**config.mk**
```make
export PLATFORM = sky130hd
export DESIGN_NAME = input_terminal_function_decoder
export DESIGN_NICKNAME = d
export VERILOG_FILES = /design/src/input_term_pkg.sv /design/src/input_terminal_function_decoder.sv
export SDC_FILE = /design/constraint.sdc
export NUM_CORES = 1
export LEC_CHECK = 0
export ABC_AREA = 1
export ABC_CLOCK_PERIOD_IN_PS = 4200
export BUFFER_PORTS_ARGS = -buffer_cell sky130_fd_sc_hd__buf_2
export CAP_MARGIN = 20
export CORE_MARGIN = 4
export CORE_UTILIZATION = 63
export DETAILED_ROUTE_END_ITERATION = 7
export GPL_TIMING_DRIVEN = 0
export PLACE_DENSITY_LB_ADDON = 0.05
export SETUP_SLACK_MARGIN = 0.05
export SKIP_LAST_GASP = 1
export SLEW_MARGIN = 20
export SYNTH_ARGS = -nofsm -noshare
export SYNTH_HDL_FRONTEND = slang
export SYNTH_SLANG_ARGS = --single-unit
```
**constraint.sdc**
```tcl
create_clock -name clk_sys_i -period 4.2 [get_ports clk_sys_i]
set_input_delay 0.21 -clock clk_sys_i [delete_from_list [all_inputs] [get_ports clk_sys_i]]
set_output_delay 0.21 -clock clk_sys_i [all_outputs]
set_load 0.005 [all_outputs]
```
**src/input_term_pkg.sv**
```systemverilog
// Constants, function codes and timing for the input terminal function decoder
// Functional notes
// RULE_01 - Each of six terminals has its own function code, range 00 to 32.
// RULE_02 - Code 01 run, 02 forward, 03 reverse, 04 stop, 05 direction toggle.
// RULE_03 - Operator assigns code 07 or 08 to some terminal to use jog.
// RULE_04 - Jog ignores all other commands and uses acceleration time IV; closed_loop_ctrl_o (code 25) is not gated by jog.
// RULE_05 - Releasing jog stops the output at once, with no ramp.
// RULE_06 - Jog is accepted only while stopped, ignored while running.
// RULE_07 - Jog frequency 0.0 to 1000.0 Hz, clamped to lower limit and maximum.
// RULE_08 - Codes 09 and 10 start timer one or two; expiry actuates an output.
// RULE_09 - Code 11 forces the frequency reference to the main setting.
// RULE_10 - Code 12 overheat input, 13 external cut-off fault, 14 fault reset.
// RULE_11 - Codes 17 and 18 select one of four acceleration times.
// RULE_12 - Codes 19, 20, 21, 26 address one of sixteen preset speeds.
// RULE_13 - Codes 22, 23, 24 pick high, medium, low speed; highest wins.
// RULE_14 - Code 25 enables closed-loop control, effective only while running.
// RULE_15 - Codes 27, 28 step frequency; held input steps fast then uniformly.
// RULE_16 - Code 29 permits the wobble frequency function.
// RULE_17 - Code 31 counts every pulse up to 250 Hz.
// RULE_18 - Code 32 clears the count, shows the cleared count, restarts counting.
// RULE_19 - Three-wire: buttons act on their effective edges.
// RULE_20 - Operator selects terminal source and codes 02, 03, 04 on terminals a-c.
// RULE_21 - Three-wire: forward edge runs forward, reverse edge reverse, stop opening stops.
// RULE_22 - Pulse counter saturates at 65535 until reset.
// RULE_23 - Every terminal is synchronised and debounced before decoding.
package input_term_pkg;

	localparam int NUM_TERMS = 6;
	localparam int FUNC_W = 6;
	localparam int NUM_CODES = 33;
	localparam int FREQ_W = 14;
	localparam int COUNT_W = 16;
	localparam int TIMER_W = 16;

	localparam logic [FUNC_W-1:0] FN_MAX = 6'h20;
	localparam logic [FUNC_W-1:0] FN_RUN = 6'h01;
	localparam logic [FUNC_W-1:0] FN_CW = 6'h02;
	localparam logic [FUNC_W-1:0] FN_CCW = 6'h03;
	localparam logic [FUNC_W-1:0] FN_STOP = 6'h04;
	localparam logic [FUNC_W-1:0] FN_TOGGLE = 6'h05;
	localparam logic [FUNC_W-1:0] FN_JOG = 6'h06;
	localparam logic [FUNC_W-1:0] FN_JOG_CW = 6'h07;
	localparam logic [FUNC_W-1:0] FN_JOG_CCW = 6'h08;
	localparam logic [FUNC_W-1:0] FN_TIMER1 = 6'h09;
	localparam logic [FUNC_W-1:0] FN_FORCE_MAIN = 6'h0b;
	localparam logic [FUNC_W-1:0] FN_OVERHEAT = 6'h0c;
	localparam logic [FUNC_W-1:0] FN_EXT_FAULT = 6'h0d;
	localparam logic [FUNC_W-1:0] FN_FAULT_RST = 6'h0e;
	localparam logic [FUNC_W-1:0] FN_ACC_SEL0 = 6'h11;
	localparam logic [FUNC_W-1:0] FN_ACC_SEL1 = 6'h12;
	localparam logic [FUNC_W-1:0] FN_SEG0 = 6'h13;
	localparam logic [FUNC_W-1:0] FN_SEG1 = 6'h14;
	localparam logic [FUNC_W-1:0] FN_SEG2 = 6'h15;
	localparam logic [FUNC_W-1:0] FN_HIGH = 6'h16;
	localparam logic [FUNC_W-1:0] FN_MEDIUM = 6'h17;
	localparam logic [FUNC_W-1:0] FN_LOW = 6'h18;
	localparam logic [FUNC_W-1:0] FN_CLOSED_LOOP = 6'h19;
	localparam logic [FUNC_W-1:0] FN_SEG3 = 6'h1a;
	localparam logic [FUNC_W-1:0] FN_UP = 6'h1b;
	localparam logic [FUNC_W-1:0] FN_DOWN = 6'h1c;
	localparam logic [FUNC_W-1:0] FN_WOBBLE = 6'h1d;
	localparam logic [FUNC_W-1:0] FN_PULSE_CNT = 6'h1f;
	localparam logic [FUNC_W-1:0] FN_CNT_CLR = 6'h20;

	localparam logic [1:0] TERM_SRC = 2'h1;
	localparam logic [1:0] ACC_JOG = 2'h3;
	localparam logic [1:0] PRESET_NONE = 2'h0;
	localparam logic [1:0] PRESET_LOW = 2'h1;
	localparam logic [1:0] PRESET_MED = 2'h2;
	localparam logic [1:0] PRESET_HIGH = 2'h3;
	localparam logic [COUNT_W-1:0] COUNT_MAX = 16'hffff;

	localparam int CLK_MHZ = 10;
	localparam int DEBOUNCE_US = 200;
	localparam int DEBOUNCE_CYCLES = DEBOUNCE_US * CLK_MHZ;
	localparam int DB_W = 12;
	localparam int MS_CYCLES = 1000 * CLK_MHZ;
	localparam int UD_HOLD_MS = 500;
	localparam int UD_FAST_MS = 20;
	localparam int UD_FAST_STEPS = 25;
	localparam int UD_SLOW_MS = 100;

endpackage : input_term_pkg

```
**src/input_terminal_function_decoder.sv**
```systemverilog
// Multi-function input terminal decoder producing drive commands
module input_terminal_function_decoder
	import input_term_pkg::*;
#(
	parameter int MS_TICK_CYCLES = MS_CYCLES
)
(
	input wire logic clk_sys_i, // System clock, 10 MHz
	input wire logic rst_n_i, // Asynchronous reset, active low
	input wire logic input_term_a_i, // Terminal a pin
	input wire logic input_term_b_i, // Terminal b pin
	input wire logic input_term_c_i, // Terminal c pin
	input wire logic input_term_d_i, // Terminal d pin
	input wire logic input_term_e_i, // Terminal e pin
	input wire logic input_term_f_i, // Terminal f pin
	input wire logic [FUNC_W-1:0] term_a_func_sel_i, // Function code of terminal a
	input wire logic [FUNC_W-1:0] term_b_func_sel_i, // Function code of terminal b
	input wire logic [FUNC_W-1:0] term_c_func_sel_i, // Function code of terminal c
	input wire logic [FUNC_W-1:0] term_d_func_sel_i, // Function code of terminal d
	input wire logic [FUNC_W-1:0] term_e_func_sel_i, // Function code of terminal e
	input wire logic [FUNC_W-1:0] term_f_func_sel_i, // Function code of terminal f
	input wire logic [1:0] command_source_sel_i, // Command source, 1 = terminals
	input wire logic running_i, // Drive output is active
	input wire logic [FREQ_W-1:0] main_freq_setting_i, // Main frequency, 0.1 Hz
	input wire logic [FREQ_W-1:0] inch_freq_param_i, // Jog frequency, 0.1 Hz
	input wire logic [FREQ_W-1:0] lower_freq_limit_i, // Lower frequency limit
	input wire logic [FREQ_W-1:0] max_freq_i, // Maximum operating frequency
	input wire logic [FREQ_W-1:0] freq_ii_i, // High speed frequency
	input wire logic [FREQ_W-1:0] freq_iii_i, // Medium speed frequency
	input wire logic [FREQ_W-1:0] freq_iv_i, // Low speed frequency
	input wire logic [TIMER_W-1:0] timer1_preset_i, // Timer one length, ms
	input wire logic [TIMER_W-1:0] timer2_preset_i, // Timer two length, ms
	output logic run_cmd_o, // Run request
	output logic ccw_rotation_cmd_o, // Reverse direction
	output logic jog_active_o, // Jog in progress
	output logic output_cut_o, // Immediate output stop, one cycle
	output logic [1:0] accel_sel_o, // Acceleration time index 0..3
	output logic [3:0] speed_seg_o, // Sixteen-segment speed address
	output logic [1:0] preset_speed_sel_o, // 0 none, 1 low, 2 medium, 3 high
	output logic force_main_o, // Main setting forced
	output logic [FREQ_W-1:0] freq_ref_o, // Frequency reference, 0.1 Hz
	output logic overheat_fault_o, // Overheat input active
	output logic ext_fault_o, // External cut-off fault active
	output logic fault_reset_o, // Fault reset, one cycle
	output logic closed_loop_ctrl_o, // Closed-loop control enabled
	output logic wobble_en_o, // Wobble function permitted
	output logic freq_up_step_o, // Raise frequency one unit, one cycle
	output logic freq_down_step_o, // Lower frequency one unit, one cycle
	output logic timer1_done_o, // Timer one expired
	output logic timer2_done_o, // Timer two expired
	output logic [COUNT_W-1:0] pulse_count_o, // Pulse counter value
	output logic cleared_count_display_o // Count has been cleared
);

	function automatic logic [FREQ_W-1:0] clamp(input logic [FREQ_W-1:0] v,
		input logic [FREQ_W-1:0] lo, input logic [FREQ_W-1:0] hi);
		if (v > hi)
			return hi;
		else if (v < lo)
			return lo;
		else
			return v;
	endfunction

	logic [NUM_TERMS-1:0] pin_raw;
	logic [NUM_TERMS-1:0] pin_meta;
	logic [NUM_TERMS-1:0] pin_sync;
	logic [NUM_TERMS-1:0] pin_stable;
	logic [DB_W-1:0] db_cnt [NUM_TERMS];
	logic [FUNC_W-1:0] sel [NUM_TERMS];
	logic [NUM_CODES-1:0] act;
	logic [NUM_CODES-1:0] act_q;
	logic [NUM_CODES-1:0] rise;
	logic three_wire;
	logic term_src;
	logic fault;
	logic [15:0] ms_cnt;
	logic ms_tick;
	logic tw_run;
	logic tw_dir;
	logic jog_req;
	logic jog_dir;
	logic run2;
	logic dir2;
	logic next_run;
	logic next_dir;
	logic [1:0] next_accel;
	logic [1:0] next_preset;
	logic [FREQ_W-1:0] next_freq;
	logic ud_up;
	logic ud_dn;
	logic ud_on;
	logic ud_on_q;
	logic [15:0] ud_ms;
	logic [7:0] ud_fast_n;
	logic [15:0] ud_limit;
	logic [TIMER_W-1:0] tmr_cnt [2];
	logic [1:0] tmr_run;
	logic [1:0] tmr_done;

	assign pin_raw = {input_term_f_i, input_term_e_i, input_term_d_i,
		input_term_c_i, input_term_b_i, input_term_a_i};
	assign sel[0] = term_a_func_sel_i;
	assign sel[1] = term_b_func_sel_i;
	assign sel[2] = term_c_func_sel_i;
	assign sel[3] = term_d_func_sel_i;
	assign sel[4] = term_e_func_sel_i;
	assign sel[5] = term_f_func_sel_i;

	always_ff @(posedge clk_sys_i or negedge rst_n_i)
	begin
		if (!rst_n_i)
		begin
			pin_meta <= '0;
			pin_sync <= '0;
		end
		else
		begin
			pin_meta <= pin_raw; // RULE_23
			pin_sync <= pin_meta;
		end
	end

	// Short debounce keeps 2 ms pulses at 250 Hz intact
	always_ff @(posedge clk_sys_i or negedge rst_n_i)
	begin
		if (!rst_n_i)
		begin
			pin_stable <= '0;
			for (int i = 0; i < NUM_TERMS; i++)
				db_cnt[i] <= '0;
		end
		else
		begin
			for (int i = 0; i < NUM_TERMS; i++)
			begin
				if (pin_sync[i] == pin_stable[i])
					db_cnt[i] <= '0;
				else if (db_cnt[i] == DB_W'(DEBOUNCE_CYCLES - 1))
				begin
					pin_stable[i] <= pin_sync[i]; // RULE_23
					db_cnt[i] <= '0;
				end
				else
					db_cnt[i] <= db_cnt[i] + 1'b1;
			end
		end
	end

	// Several terminals may share a code; their levels are ORed
	always_comb
	begin
		act = '0;
		three_wire = 1'b0;
		for (int i = 0; i < NUM_TERMS; i++)
		begin
			if (sel[i] <= FN_MAX && pin_stable[i])
				act[sel[i]] = 1'b1; // RULE_01
			if (sel[i] == FN_STOP)
				three_wire = 1'b1; // RULE_19
		end
	end

	always_ff @(posedge clk_sys_i or negedge rst_n_i)
	begin
		if (!rst_n_i)
			act_q <= '0;
		else
			act_q <= act;
	end

	assign rise = act & ~act_q;
	assign term_src = (command_source_sel_i == TERM_SRC);
	assign fault = act[FN_OVERHEAT] | act[FN_EXT_FAULT];

	always_ff @(posedge clk_sys_i or negedge rst_n_i)
	begin
		if (!rst_n_i)
		begin
			ms_cnt <= '0;
			ms_tick <= 1'b0;
		end
		else
		begin
			ms_tick <= (ms_cnt == 16'(MS_TICK_CYCLES - 1));
			if (ms_cnt == 16'(MS_TICK_CYCLES - 1))
				ms_cnt <= '0;
			else
				ms_cnt <= ms_cnt + 1'b1;
		end
	end

	// Three-wire latch; a held-open stop contact also blocks starting
	always_ff @(posedge clk_sys_i or negedge rst_n_i)
	begin
		if (!rst_n_i)
		begin
			tw_run <= 1'b0;
			tw_dir <= 1'b0;
		end
		else if (!three_wire || !term_src || fault || jog_active_o || !act[FN_STOP])
			tw_run <= 1'b0; // RULE_21
		else if (rise[FN_CW])
		begin
			tw_run <= 1'b1; // RULE_21
			tw_dir <= 1'b0;
		end
		else if (rise[FN_CCW])
		begin
			tw_run <= 1'b1; // RULE_21
			tw_dir <= 1'b1;
		end
		else if (rise[FN_TOGGLE])
			tw_dir <= ~tw_dir; // RULE_19
	end

	assign run2 = act[FN_RUN] | act[FN_CW] | act[FN_CCW];
	assign dir2 = (act[FN_CCW] & ~act[FN_CW]) | act[FN_TOGGLE]; // RULE_02

	assign jog_req = act[FN_JOG] | act[FN_JOG_CW] | act[FN_JOG_CCW];

	always_ff @(posedge clk_sys_i or negedge rst_n_i)
	begin
		if (!rst_n_i)
		begin
			jog_active_o <= 1'b0;
			jog_dir <= 1'b0;
			output_cut_o <= 1'b0;
		end
		else
		begin
			output_cut_o <= jog_active_o & ~jog_req; // RULE_05
			if (!jog_req)
				jog_active_o <= 1'b0; // RULE_05
			else if (!jog_active_o && !running_i && !run_cmd_o)
			begin
				jog_active_o <= 1'b1; // RULE_06
				jog_dir <= act[FN_JOG_CCW] | (act[FN_JOG] & ~act[FN_JOG_CW] & ccw_rotation_cmd_o);
			end
		end
	end

	always_comb
	begin
		if (act[FN_HIGH])
			next_preset = PRESET_HIGH; // RULE_13
		else if (act[FN_MEDIUM])
			next_preset = PRESET_MED;
		else if (act[FN_LOW])
			next_preset = PRESET_LOW;
		else
			next_preset = PRESET_NONE;
		if (jog_active_o)
		begin
			next_run = 1'b1; // RULE_04
			next_dir = jog_dir;
			next_accel = ACC_JOG; // RULE_04
			next_freq = clamp(inch_freq_param_i, lower_freq_limit_i, max_freq_i); // RULE_07
		end
		else
		begin
			next_run = term_src & ~fault & (three_wire ? tw_run : run2);
			next_dir = three_wire ? tw_dir : dir2;
			next_accel = {act[FN_ACC_SEL1], act[FN_ACC_SEL0]}; // RULE_11
			if (act[FN_FORCE_MAIN])
				next_freq = main_freq_setting_i; // RULE_09
			else
			begin
				unique case (next_preset)
					PRESET_HIGH: next_freq = freq_ii_i;
					PRESET_MED: next_freq = freq_iii_i;
					PRESET_LOW: next_freq = freq_iv_i;
					PRESET_NONE: next_freq = main_freq_setting_i;
				endcase
			end
		end
	end

	always_ff @(posedge clk_sys_i or negedge rst_n_i)
	begin
		if (!rst_n_i)
		begin
			run_cmd_o <= 1'b0;
			ccw_rotation_cmd_o <= 1'b0;
			accel_sel_o <= '0;
			speed_seg_o <= '0;
			preset_speed_sel_o <= PRESET_NONE;
			force_main_o <= 1'b0;
			freq_ref_o <= '0;
			overheat_fault_o <= 1'b0;
			ext_fault_o <= 1'b0;
			fault_reset_o <= 1'b0;
			closed_loop_ctrl_o <= 1'b0;
			wobble_en_o <= 1'b0;
		end
		else
		begin
			run_cmd_o <= next_run; // RULE_02
			ccw_rotation_cmd_o <= next_dir;
			accel_sel_o <= next_accel;
			speed_seg_o <= jog_active_o ? 4'h0 :
				{act[FN_SEG3], act[FN_SEG2], act[FN_SEG1], act[FN_SEG0]}; // RULE_12
			preset_speed_sel_o <= jog_active_o ? PRESET_NONE : next_preset;
			force_main_o <= act[FN_FORCE_MAIN] & ~jog_active_o;
			freq_ref_o <= next_freq;
			overheat_fault_o <= act[FN_OVERHEAT]; // RULE_10
			ext_fault_o <= act[FN_EXT_FAULT]; // RULE_10
			fault_reset_o <= rise[FN_FAULT_RST]; // RULE_10
			closed_loop_ctrl_o <= act[FN_CLOSED_LOOP] & running_i; // RULE_14
			wobble_en_o <= act[FN_WOBBLE] & ~jog_active_o; // RULE_16
		end
	end

	// Both keys held means no change; stepping only while running
	assign ud_up = act[FN_UP] & ~act[FN_DOWN];
	assign ud_dn = act[FN_DOWN] & ~act[FN_UP];
	assign ud_on = running_i & ~jog_active_o & (ud_up | ud_dn);
	assign ud_limit = (ud_fast_n == 8'h0) ? 16'(UD_HOLD_MS) :
		(ud_fast_n < 8'(UD_FAST_STEPS)) ? 16'(UD_FAST_MS) : 16'(UD_SLOW_MS);

	always_ff @(posedge clk_sys_i or negedge rst_n_i)
	begin
		if (!rst_n_i)
		begin
			ud_on_q <= 1'b0;
			ud_ms <= '0;
			ud_fast_n <= '0;
			freq_up_step_o <= 1'b0;
			freq_down_step_o <= 1'b0;
		end
		else
		begin
			freq_up_step_o <= 1'b0;
			freq_down_step_o <= 1'b0;
			if (!ud_on)
			begin
				ud_on_q <= 1'b0;
				ud_ms <= '0;
				ud_fast_n <= '0;
			end
			else if (!ud_on_q)
			begin
				ud_on_q <= 1'b1;
				freq_up_step_o <= ud_up; // RULE_15
				freq_down_step_o <= ud_dn;
			end
			else if (ms_tick)
			begin
				if (ud_ms >= ud_limit - 16'h1)
				begin
					ud_ms <= '0;
					freq_up_step_o <= ud_up; // RULE_15
					freq_down_step_o <= ud_dn;
					if (ud_fast_n != 8'(UD_FAST_STEPS))
						ud_fast_n <= ud_fast_n + 1'b1;
				end
				else
					ud_ms <= ud_ms + 1'b1;
			end
		end
	end

	always_ff @(posedge clk_sys_i or negedge rst_n_i)
	begin
		if (!rst_n_i)
		begin
			tmr_run <= '0;
			tmr_done <= '0;
			tmr_cnt[0] <= '0;
			tmr_cnt[1] <= '0;
		end
		else
		begin
			for (int k = 0; k < 2; k++)
			begin
				if (rise[FN_TIMER1 + k])
				begin
					tmr_cnt[k] <= (k == 0) ? timer1_preset_i : timer2_preset_i; // RULE_08
					tmr_run[k] <= 1'b1;
					tmr_done[k] <= 1'b0;
				end
				else if (!act[FN_TIMER1 + k])
				begin
					tmr_run[k] <= 1'b0;
					tmr_done[k] <= 1'b0;
				end
				else if (tmr_run[k] && ms_tick)
				begin
					if (tmr_cnt[k] <= TIMER_W'(1))
					begin
						tmr_run[k] <= 1'b0;
						tmr_done[k] <= 1'b1; // RULE_08
					end
					else
						tmr_cnt[k] <= tmr_cnt[k] - 1'b1;
				end
			end
		end
	end

	assign timer1_done_o = tmr_done[0];
	assign timer2_done_o = tmr_done[1];

	// A pulse arriving with the clear is kept, so the count restarts at one
	always_ff @(posedge clk_sys_i or negedge rst_n_i)
	begin
		if (!rst_n_i)
		begin
			pulse_count_o <= '0;
			cleared_count_display_o <= 1'b0;
		end
		else if (rise[FN_CNT_CLR])
		begin
			pulse_count_o <= rise[FN_PULSE_CNT] ? COUNT_W'(1) : '0; // RULE_18
			cleared_count_display_o <= ~rise[FN_PULSE_CNT];
		end
		else if (rise[FN_PULSE_CNT] && pulse_count_o != COUNT_MAX) // RULE_22
		begin
			pulse_count_o <= pulse_count_o + 1'b1; // RULE_17
			cleared_count_display_o <= 1'b0;
		end
	end

endmodule // input_terminal_function_decoder

```
==> summary.txt, run 1 <==
Synthesis
  • Post-Synth Simple-Gate Area: 37.92%
  • Async S/R FF share, synth: 100.0%
  • Adder-cell share of the synthesized area: 4.145%
  • Syn Area/Cell: 6.943 um2
  • Top_reg_cell synth: dfrtp_1
  • Post-Syn Nets: 2,401
  • Yosys warns: 0
  • Mapped Area: 0.01509 mm2
  • Post-synthesis xor/xnor area fraction: 4.236%
  • Synth area leaders: dfrtp_1 38%, nand2_1 14%, nand3_1 8.1%
  • Synth Register Bits: 230
  • Synth Area in Compound Gates: 6.267%
  • Unique masters post-synth: 52
  • Sequential area share after synthesis: 38.13%
  • Proportion of synthesized area in mux cells: 0.4476%
  • Post-synth EDFFs: 0
  • Main combinational cell family by area after synthesis: simple AND/OR/NAND/NOR gates
  • Top cell type's share of synthesized area: 38.13%
  • Mapped Cells: 2,174
  • Yosys top cell by area: dfrtp_1

Timing
  • RSZ-0062 raised after global routing: false
  • Final setup vio count: 0
  • Hold Fails Final Rpt: 0
  • Worst slew margin: 24.50%
  • Fmax: 256.1 MHz
  • Worst Slack Setup Final: 0.2946 ns
  • Final period util: 92.99%
  • Worst Skew: 0.01401 ns
  • Slew Limit Fails: 0
  • Hold Worst Slack: 0.01993 ns
  • Slew of the pin with the lowest slew margin: 1.124 ns
  • Fin crit period: 3.905 ns
  • Setup TNS: 0 ns

Place
  • Port Buffer Count: 226
  • RePlAce Congestion: 1.052
  • Dpl cell area: 0.01669 mm2
  • DP Worst Slack: 0.3661 ns
  • Placed insts: 2,721
  • Hpwl dp: 37,950 um

Detailed routing
  • Wire per inst: 19.45 um
  • Vias per cell: 6.077
  • Routed Antenna Nets: 0
  • Via count: 17,000
  • Routed wire length: 54,410 um
  • Drt pass-1 iters: 8
  • # DRC: 27
  • DR iter-0 viols: 2,396

Setup path
  • CP most frequent cell: inv_1
  • Setup crit end kind: flop
  • Data required, critical path: 4.65 ns
  • Max Fanout on Critical Path: 10
  • CP Launch Type: flop
  • CP Cell Sequence: clkbuf_1, nand4_1, o22ai_1, a21oi_1, nand2_1, nor3_1, inv_1, ha_1, nor3_1, inv_1, nor2_1, inv_1, nand3_1, clkbuf_2, nand2_1, o21ai_0
  • Path type of the worst setup path: reg2reg
  • Slowest cell on crit path: nor3_1
  • Crit path largest cell delay: 0.40 ns
  • Worst Path Arrival: 4.35 ns

Clock tree
  • Post-CTS setup buffer count: 0
  • Clock slew at reported path FFs: 0.06 ns
  • Clock sinks: 230
  • H-tree Lvls: 1
  • Max Root-Sink Buffers: 3
  • TritonCTS clock tree: done
  • Number of CTS-inserted buffers: 26
  • Clock Root Buffer: clkbuf_16
  • Skew-Pair Late Insertion Delay: 0.54 ns

Run status
  • Failing checks: design-rule violations
  • Status: finished with violations

Die
  • Die height: 162.8 um
  • CORE AREA: 0.02354 mm2
  • Initial cell density of the core: 64.12%
  • # rows: 56
  • Die Area: 0.02650 mm2
  • Die W: 162.8 um
  • IO Pins: 230

Min path
  • Worst Hold Class: in2reg

Global route
  • Vias in the first global route: 16,450
  • Largest net degree at the start of global routing: 90
  • Global Route Usage Sum: 40.31%
  • Initial antenna violation count: 6
  • Global-route wire length before repair: 85,330 um
  • Global route overflow: 0

Layout
  • Layout net count: 2,683
  • Most frequent cells in the layout: 546 x nand2_1, 292 x inv_1, 288 x nor2_1, 243 x buf_2, 243 x nand3_1
  • Fill cells: 1,657
  • Commonest non-fill, non-tap cell in the layout: nand2_1
  • Share of post-route cells with drive strength above 1: 13.38%
  • Area Growth Syn to Fin: 18.23%
  • Post-route non-filler standard cell count: 2,797
  • Final non-filler cell area: 0.01785 mm2

Pwr
  • Peak supply drop: 377.4 uV
  • Static leakage: 9.417 nW
  • Pwr/cell area: 285.2 mW/mm2

Job
  • Max_cap viols: 0
==> logic make-up (layout without fill, tap and decap cells) <==
| logic type | count (synthesis) | after routing |
|---|---|---|
| flops | 230 | 230 |
| compound gates | 164 | 164 |
| simple gates | 1304 | 1304 |
| other cells | 0 | 4 |
| xor+xnor | 73 | 73 |
| buf+inv | 347 | 647 |
| mux | 6 | 6 |
| fa+ha+maj | 50 | 50 |
==> worst paths after layout <==
check                                       start            end  slack (ns)  cells after the start
min                        main_freq_setting_i[5]  freq_ref_o[5]        0.02                      5
min reg2reg                           pin_meta[1]    pin_sync[1]        0.35                      0
max                                 pin_stable[5]   ud_fast_n[7]        0.29                     16
max in group asynchronous                 rst_n_i  freq_ref_o[7]        3.20                      3
max reg2reg                         pin_stable[5]   ud_fast_n[7]        0.29                     16
min in group asynchronous                 rst_n_i     db_cnt[68]        0.19                      2
==> critical path: cells and delay by family (launching register included) <==
| family | cells | cell delay [ns] |
|---|---|---|
| buffers and inverters | 5 | 0.88 |
| flip-flops | 1 | 0.36 |
| adder cells (fa/ha/maj) | 1 | 0.29 |
| AND/OR/NAND/NOR | 7 | 1.81 |
| AO/OA/AOI/OAI | 3 | 0.48 |
==> cell usage after synthesis (all sizes together), types with 19 or more instances <==
master	instances
nand2	549
inv	295
nor2	291
nand3	243
dfrtp	230
nor3	91
a21oi	61
nand4	56
xor2	56
o21ai	54
ha	50
clkbuf	30
buf	21
nor4	19
==> area by class of cell <==
class / instances / area (um2) / area share (%)
clock buffer: 32 / 714.4 / 4.003
inverter: 296 / 1111 / 6.226
multi-input combinational: 1597 / 8008 / 44.87
buffer: 51 / 226.5 / 1.269
timing repair buffer: 254 / 1456 / 8.161
sequential: 230 / 5756 / 32.25
antenna: 4 / 10.01 / 0.05609
tap: 319 / 399.1 / 2.237
clock inverter: 14 / 165.2 / 0.9255
==> flip-flops by register name, summed over array words and instances, names as in the netlist, 2 cells and up <==
| signal | count |
|---|---|
| freq_ref_o | 14 |
| pin_stable | 6 |
| act_q | 10 |
| speed_seg_o | 4 |
| ud_ms | 16 |
| pin_sync | 6 |
| tmr_done | 2 |
| tmr_cnt | 32 |
| accel_sel_o | 2 |
| pulse_count_o | 16 |
| db_cnt | 72 |
| pin_meta | 6 |
| preset_speed_sel_o | 2 |
| ms_cnt | 16 |
| tmr_run | 2 |
| ud_fast_n | 8 |
==> power breakdown <==
group	switching, mW	leakage, nW	total, mW	internal, mW
Clock	0.972	0.418	2.37	1.39
Combinational	0.293	5.91	0.463	0.171
Sequential	0.0169	3.09	2.26	2.24
==> metal layers <==
layer | part of all wire (%) | track usage, %
met1 | 37 | 49.88
met2 | 48 | 68.55
met3 | 10 | 8.074
met4 | 5.6 | 17.88
met5 | 0.040 | 0
==> metrics by stage <==
stage          utilization [%]  power (mW)
6_report                 75.80       5.089
5_1_grt                  75.79       5.236
4_1_cts                  75.73       5.080
3_5_place_dp             70.89       2.727
3_3_place_gp             70.62       2.705
2_1_floorplan                -       2.494
==> timing repair <==
item / in CTS / in global routing
setup endpoints to repair: 0 / 8
endpoints found under the hold margin: 80 / 0
hold buffers: 26 / 0
gates resized for setup: 0 / 2
Power figures use the tool's default switching activity.
==> inputs of run 2 (changes only) <==
Settings changed: ABC_AREA 1 to default, CORE_UTILIZATION 63 to 62.
==> run 2 against run 1 <==
Effect of this change: sequential power barely moved; register-to-register slack improved by 0.14 ns; utilization up 0.83 points; clock skew up 0.032 ns; setup slack better by 0.14 ns; sequential share of layout area is 1.8 points higher; maximum frequency grew 3.6%; critical path type unchanged; critical endpoint is now ud_fast_n[3]; cell area decreased by 5.4%; global-route usage is 6.4 points lower; highest routed layer unchanged; count of clock-buffer cells in the layout is 3 higher; the flow still finishes with violations (design-rule violations); synthesized cell count is 29% lower; via count is 21% lower; largest cell class unchanged.
==> summary.txt, run 2 <==
Run status
  • Status: finished with violations
  • Failing checks: design-rule violations

Global route
  • Global-route wire length before repair: 68,410 um
  • Vias in the first global route: 13,140
  • Initial antenna violation count: 3
  • Global route overflow: 0
  • Global Route Usage Sum: 33.95%
  • Largest net degree at the start of global routing: 99

Detailed routing
  • Drt pass-1 iters: 8
  • Routed wire length: 42,970 um
  • Routed Antenna Nets: 0
  • Wire per inst: 20.04 um
  • Vias per cell: 6.258
  • Via count: 13,420
  • # DRC: 1
  • DR iter-0 viols: 1,191

Synthesis
  • Synth Register Bits: 230
  • Yosys top cell by area: dfrtp_1
  • Async S/R FF share, synth: 100.0%
  • Unique masters post-synth: 76
  • Sequential area share after synthesis: 41.04%
  • Top cell type's share of synthesized area: 41.04%
  • Main combinational cell family by area after synthesis: simple AND/OR/NAND/NOR gates
  • Post-Syn Nets: 1,773
  • Mapped Cells: 1,546
  • Adder-cell share of the synthesized area: 4.461%
  • Proportion of synthesized area in mux cells: 2.775%
  • Synth area leaders: dfrtp_1 41%, nor2_1 5.0%, ha_1 4.5%
  • Post-synthesis xor/xnor area fraction: 7.307%
  • Top cells by count, synth: 230 x dfrtp_1, 187 x nor2_1, 100 x nand2_1, 73 x inv_1, 73 x o21ai_0
  • Most frequent cell after synthesis: dfrtp_1
  • Top_reg_cell synth: dfrtp_1
  • Mapped Area: 0.01402 mm2
  • Synth Area in Compound Gates: 14.78%
  • Post-Synth Simple-Gate Area: 25.63%
  • Yosys warns: 0
  • Post-synth EDFFs: 0
  • Syn Area/Cell: 9.071 um2

Die
  • Die Area: 0.02509 mm2
  • Die height: 158.4 um
  • CORE AREA: 0.02203 mm2
  • IO Pins: 230
  • Die W: 158.4 um
  • Initial cell density of the core: 63.67%
  • # rows: 54

Clock tree
  • Skew-Pair Late Insertion Delay: 0.56 ns
  • Clock sinks: 230
  • Number of CTS-inserted buffers: 24
  • Clock slew at reported path FFs: 0.06 ns
  • Clock Root Buffer: clkbuf_16
  • H-tree Lvls: 1
  • TritonCTS clock tree: done
  • Max Root-Sink Buffers: 3
  • Post-CTS setup buffer count: 0

Layout
  • Share of post-route cells with drive strength above 1: 17.68%
  • Top reg by flops: db_cnt
  • Regs by FF count: db_cnt: 72 flops, tmr_cnt: 32 flops
  • Final non-filler cell area: 0.01688 mm2
  • Layout net count: 2,073
  • Final Util: 76.63%
  • Max reg flops: 72
  • Area Growth Syn to Fin: 20.36%
  • Most frequent cells in the layout: 230 x buf_2, 230 x dfrtp_1, 187 x nor2_1, 100 x nand2_1

Pwr
  • Peak supply drop: 364.2 uV
  • Tot Pwr: 4.864 mW
  • Static leakage: 8.013 nW
  • Pwr/cell area: 288.2 mW/mm2

Timing
  • Worst Slack Setup Final: 0.4311 ns
  • Final period util: 89.74%
  • Slew of the pin with the lowest slew margin: 1.029 ns
  • RSZ-0062 raised after global routing: false
  • Worst slew margin: 29.65%
  • Worst Skew: 0.04640 ns
  • Final setup vio count: 0
  • Fmax: 265.3 MHz
  • Hold Worst Slack: 0.04051 ns
  • Hold Fails Final Rpt: 0
  • Fin crit period: 3.769 ns
  • Slew Limit Fails: 0

Place
  • RePlAce Congestion: 1.101
  • Dpl cell area: 0.01554 mm2
  • Hpwl dp: 31,200 um
  • Port Buffer Count: 220
  • DP Worst Slack: 0.2580 ns

Setup path
  • Max Fanout on Critical Path: 10
  • Path type of the worst setup path: reg2reg
  • CP Launch Type: flop
  • Data required, critical path: 4.58 ns
  • Setup crit end kind: flop
  • Worst Path Arrival: 4.15 ns

Job
  • Max_cap viols: 0

Min path
  • Worst Hold Class: in2reg
==> run 2: changes by cell type after synthesis, sizes merged, moves of 26 or more <==
cell	before	now
xnor2	17	49
nor2	291	187
clkbuf	30	56
nand3	243	65
nand2	549	100
inv	295	73
o21ai	54	80
mux2i	0	31
nor3	91	38
or3	0	35
==> run 2: area by class of cell <==
class / instances / area (um2)
flip-flops and latches: 230 / 5756
clock inverters: 6 / 80.08
well taps: 280 / 350.3
plain buffers: 70 / 287.8
diodes: 3 / 7.507
fillers: 1552 / 5147
repair buffers: 274 / 1687
inverters: 73 / 274.0
clock buffers: 35 / 721.9
multi-input cells: 1173 / 7715
==> run 2: repair_timing <==
item / CTS / global route
setup endpoints to repair: 0 / 4
hold buffers: 52 / 0
hold endpoints to repair: 114 / 0
gates resized for setup: 0 / 2
==> run 2: per-layer routing <==
layer / part of all wire [%] / GRT usage, %
met2: 47 / 56.35
met4: 4.5 / 13.20
met5: 0.028 / 0
met3: 8.9 / 7.203
met1: 40 / 43.84
==> run 2: worst paths after layout <==
kind	endpoint	cells past startpoint	from	slack, ns
hold reg to reg	pin_sync[5]	0	pin_meta[5]	0.35
hold / removal	freq_ref_o[3]	3	max_freq_i[3]	0.04
setup reg to reg	ud_fast_n[3]	13	pin_stable[1]	0.43
setup / recovery	ud_fast_n[3]	13	pin_stable[1]	0.43
min in group asynchronous	tmr_cnt[7]	2	rst_n_i	0.24
max in group asynchronous	db_cnt[65]	3	rst_n_i	3.10
==> run 2: where the power goes <==
part | switching [mW] | leakage, nW | internal (mW)
Clock | 0.892 | 0.398 | 1.25
Combinational | 0.258 | 4.51 | 0.202
Sequential | 0.0171 | 3.10 | 2.24
==> run 2: cells by family (layout without fill, tap and decap cells) <==
family / after synthesis / in the layout
buffers and inverters: 143 / 458
muxes: 38 / 38
AOI/OAI and AO/OA: 297 / 297
adders and majority gates: 50 / 50
and+or+nand+nor: 671 / 671
xor gates and xnor gates: 117 / 117
DFF: 230 / 230
other: 0 / 3
==> run 2: metrics by stage <==
| stage | instances | setup TNS, ns |
|---|---|---|
| 2_1_floorplan | 1546 | 0 |
| 3_3_place_gp | 2046 | -223.18 |
| 6_report | 2144 | 0 |
| 5_1_grt | 2143 | 0 |
| 3_5_place_dp | 2048 | 0 |
| 4_1_cts | 2141 | 0 |
==> run 2: critical path, stage by stage (launching register included) <==
cell and delay, ns:
dfrtp_1 0.32, buf_2 0.19, nor3b_1 0.48, nand3_1 0.22
o22ai_1 0.28, nor3_1 0.14, ha_1 0.30, or3b_2 0.50
a21oi_2 0.33, a21oi_1 0.19, clkbuf_1 0.28, nand2_1 0.14
xor2_1 0.17, nor2_1 0.06
==> inputs of run 3 (changes only) <==
Settings changed: GPL_TIMING_DRIVEN 0 to 1, PLACE_DENSITY from default to 0.86, PLACE_DENSITY_LB_ADDON 0.05 to default.
==> run 3 against run 2 <==
Effect of this change: the run now ends clean; power is 2.5% higher; clock skew fell by 0.033 ns; register-to-register slack got worse by 0.10 ns; sequential share of layout area grew 0.089 points; cell area fell by 0.26%; sequential power barely moved; count of clock-buffer cells in the layout up 1; flip-flop and latch count unchanged; first-iteration DRC count is 28% higher.
==> summary.txt, run 3 (synthesized netlist as in run 2, its figures left out) <==
Timing
  • Slew Limit Fails: 0
  • Setup TNS: 0 ns
  • Fmax: 258.1 MHz
  • Hold Fails Final Rpt: 0
  • Worst Skew: 0.01358 ns
  • Slew of the pin with the lowest slew margin: 0.9968 ns
  • RSZ-0062 raised after global routing: false
  • Final period util: 92.23%
  • Worst slew margin: 31.83%
  • Final setup vio count: 0
  • Fin crit period: 3.874 ns

Setup path
  • Max Fanout on Critical Path: 14
  • R2R setup slack: 0.33 ns
  • Crit path largest cell delay: 0.62 ns
  • Setup crit end kind: flop
  • Data required, critical path: 4.61 ns
  • Worst Path Arrival: 4.28 ns
  • Slowest cell on crit path: or3b_2
  • Path type of the worst setup path: reg2reg
  • R2R Path Start: pin_stable[0]
  • CP Cell Sequence: nand2b_1, or4_1, o22ai_1, or3_1, ha_1, or3b_2, a21oi_1, a21oi_1, o21a_1, xnor2_1, nor2_1
  • CP Launch Point: pin_stable[0]
  • CP most frequent cell: a21oi_1
  • CP Launch Type: flop
  • Reg2reg path depth: 11

Min path
  • Worst Hold Class: in2reg
  • Worst Hold Launch: freq_ii_i[11]
  • Worst hold stages: 3

Place
  • Hpwl dp: 30,970 um
  • RePlAce Congestion: 1.014
  • Port Buffer Count: 229

Clock tree
  • Post-CTS setup buffer count: 0
  • Skew-Pair Late Insertion Delay: 0.53 ns
  • Clock Root Buffer: clkbuf_16
  • Clock slew at reported path FFs: 0.06 ns
  • Clock sinks: 230
  • TritonCTS clock tree: done
  • H-tree Lvls: 1
  • Number of CTS-inserted buffers: 26
  • Max Root-Sink Buffers: 3

Layout
  • Top reg by flops: db_cnt
  • Regs by FF count: db_cnt: 72 flops, tmr_cnt: 32 flops
  • Area Growth Syn to Fin: 20.05%
  • Share of post-route cells with drive strength above 1: 19.21%
  • Final Util: 76.43%
  • Max reg flops: 72
  • Commonest non-fill, non-tap cell in the layout: dfrtp_1
  • Layout net count: 2,034
  • Fill cells: 1,469
  • Most frequent cells in the layout: 230 x dfrtp_1, 228 x buf_2, 187 x nor2_1, 100 x nand2_1

Global route
  • Vias in the first global route: 13,090
  • Initial antenna violation count: 1
  • Global Route Usage Sum: 34.35%
  • Global-route wire length before repair: 68,900 um
  • Global route overflow: 0
  • Largest net degree at the start of global routing: 125

Pwr
  • Proportion of power drawn by the clock network: 45.4%
  • Peak supply drop: 319.0 uV
  • Net Sw Power: 1.201 mW
  • Comb power frac: 9.2%
  • Net Sw Frac: 24.10%
  • Static leakage: 8.044 nW
  • Internal power: 3.783 mW
  • Reg power frac: 45.4%
  • Pwr/cell area: 296.0 mW/mm2

Detailed routing
  • Via count: 13,480
  • # DRC: 0
  • Drt pass-1 iters: 8
  • Routed Antenna Nets: 0
  • Wire per inst: 20.94 um
  • DR iter-0 viols: 1,530
  • Vias per cell: 6.389
  • Routed wire length: 44,180 um

Die
  • IO Pins: 230
  • Die W: 158.4 um
  • Die Area: 0.02509 mm2
  • Die height: 158.4 um
  • Initial cell density of the core: 63.67%
  • CORE AREA: 0.02203 mm2
  • # rows: 54

Run status
  • Status: finished, final reports clean

Job
  • Max_cap viols: 0
[run 3: routing by layer]
metal / vias up / track usage (%) / part of all wire (%)
li1: 6127 / - / -
met1: 6471 / 45.11 / 39
met2: 725 / 56.41 / 47
met3: 158 / 6.877 / 9.1
met4: 0 / 13.44 / 4.7
met5: - / 0 / 0
[run 3: critical path: cells and delay by family, from the launching register on]
kind	cells	cell delay, ns
adder cells (fa/ha/maj)	1	0.22
flip-flops	1	0.46
XOR/XNOR	1	0.16
AND/OR/NAND/NOR	5	1.61
AO/OA/AOI/OAI	4	1.30
[run 3: repair_timing]
action                                 4_1_cts  5_1_grt
hold buffers                                54        0
endpoints found under the hold margin      175        0
resized for setup                            0        0
[run 3: power by group through the flow]
| stage | clock network, mW | registers [mW] | logic [mW] |
|---|---|---|---|
| 2_1_floorplan | 0 | 2.30 | 0.193 |
| 3_3_place_gp | 0 | 2.30 | 0.395 |
| 3_5_place_dp | 0 | 2.30 | 0.404 |
| 4_1_cts | 2.29 | 2.26 | 0.446 |
| 5_1_grt | 2.39 | 2.26 | 0.505 |
| 6_report | 2.26 | 2.26 | 0.459 |
[run 3: worst paths after layout]
path | end
hold / removal | freq_ref_o[11]
max in group asynchronous | pulse_count_o[3]
setup / recovery | ud_fast_n[0]
setup reg to reg | ud_fast_n[0]
hold reg to reg | pin_sync[4]
min in group asynchronous | db_cnt[56]
[run 3: through the flow]
| stage | cells | total power, mW | hold WS [ns] | area (um2) | setup WS [ns] |
|---|---|---|---|---|---|
| after floorplan | 1546 | 2.491 | -0.08559 | 14020 | 1.062 |
| after global placement | 2004 | 2.694 | 0.3184 | 15410 | 0.5652 |
| after detailed placement | 2004 | 2.705 | 0.3207 | 15410 | 0.4542 |
| after CTS | 2106 | 5.001 | 0.02649 | 16820 | 0.4444 |
| after global routing | 2108 | 5.162 | 0.04674 | 16830 | 0.06358 |
| final | 2110 | 4.984 | 0.04218 | 16830 | 0.3262 |
[run 3: cell type report]
cell class                 instances  area [um2]  share of cell area [%]
timing repair buffer             303        1863                   11.07
clock buffer                      36       769.5                   4.571
antenna                            3       7.507                 0.04459
clock inverter                    12       91.34                  0.5425
inverter                          73       274.0                   1.628
tap                              280       350.3                   2.081
multi-input combinational       1173        7724                   45.88
sequential                       230        5756                   34.19
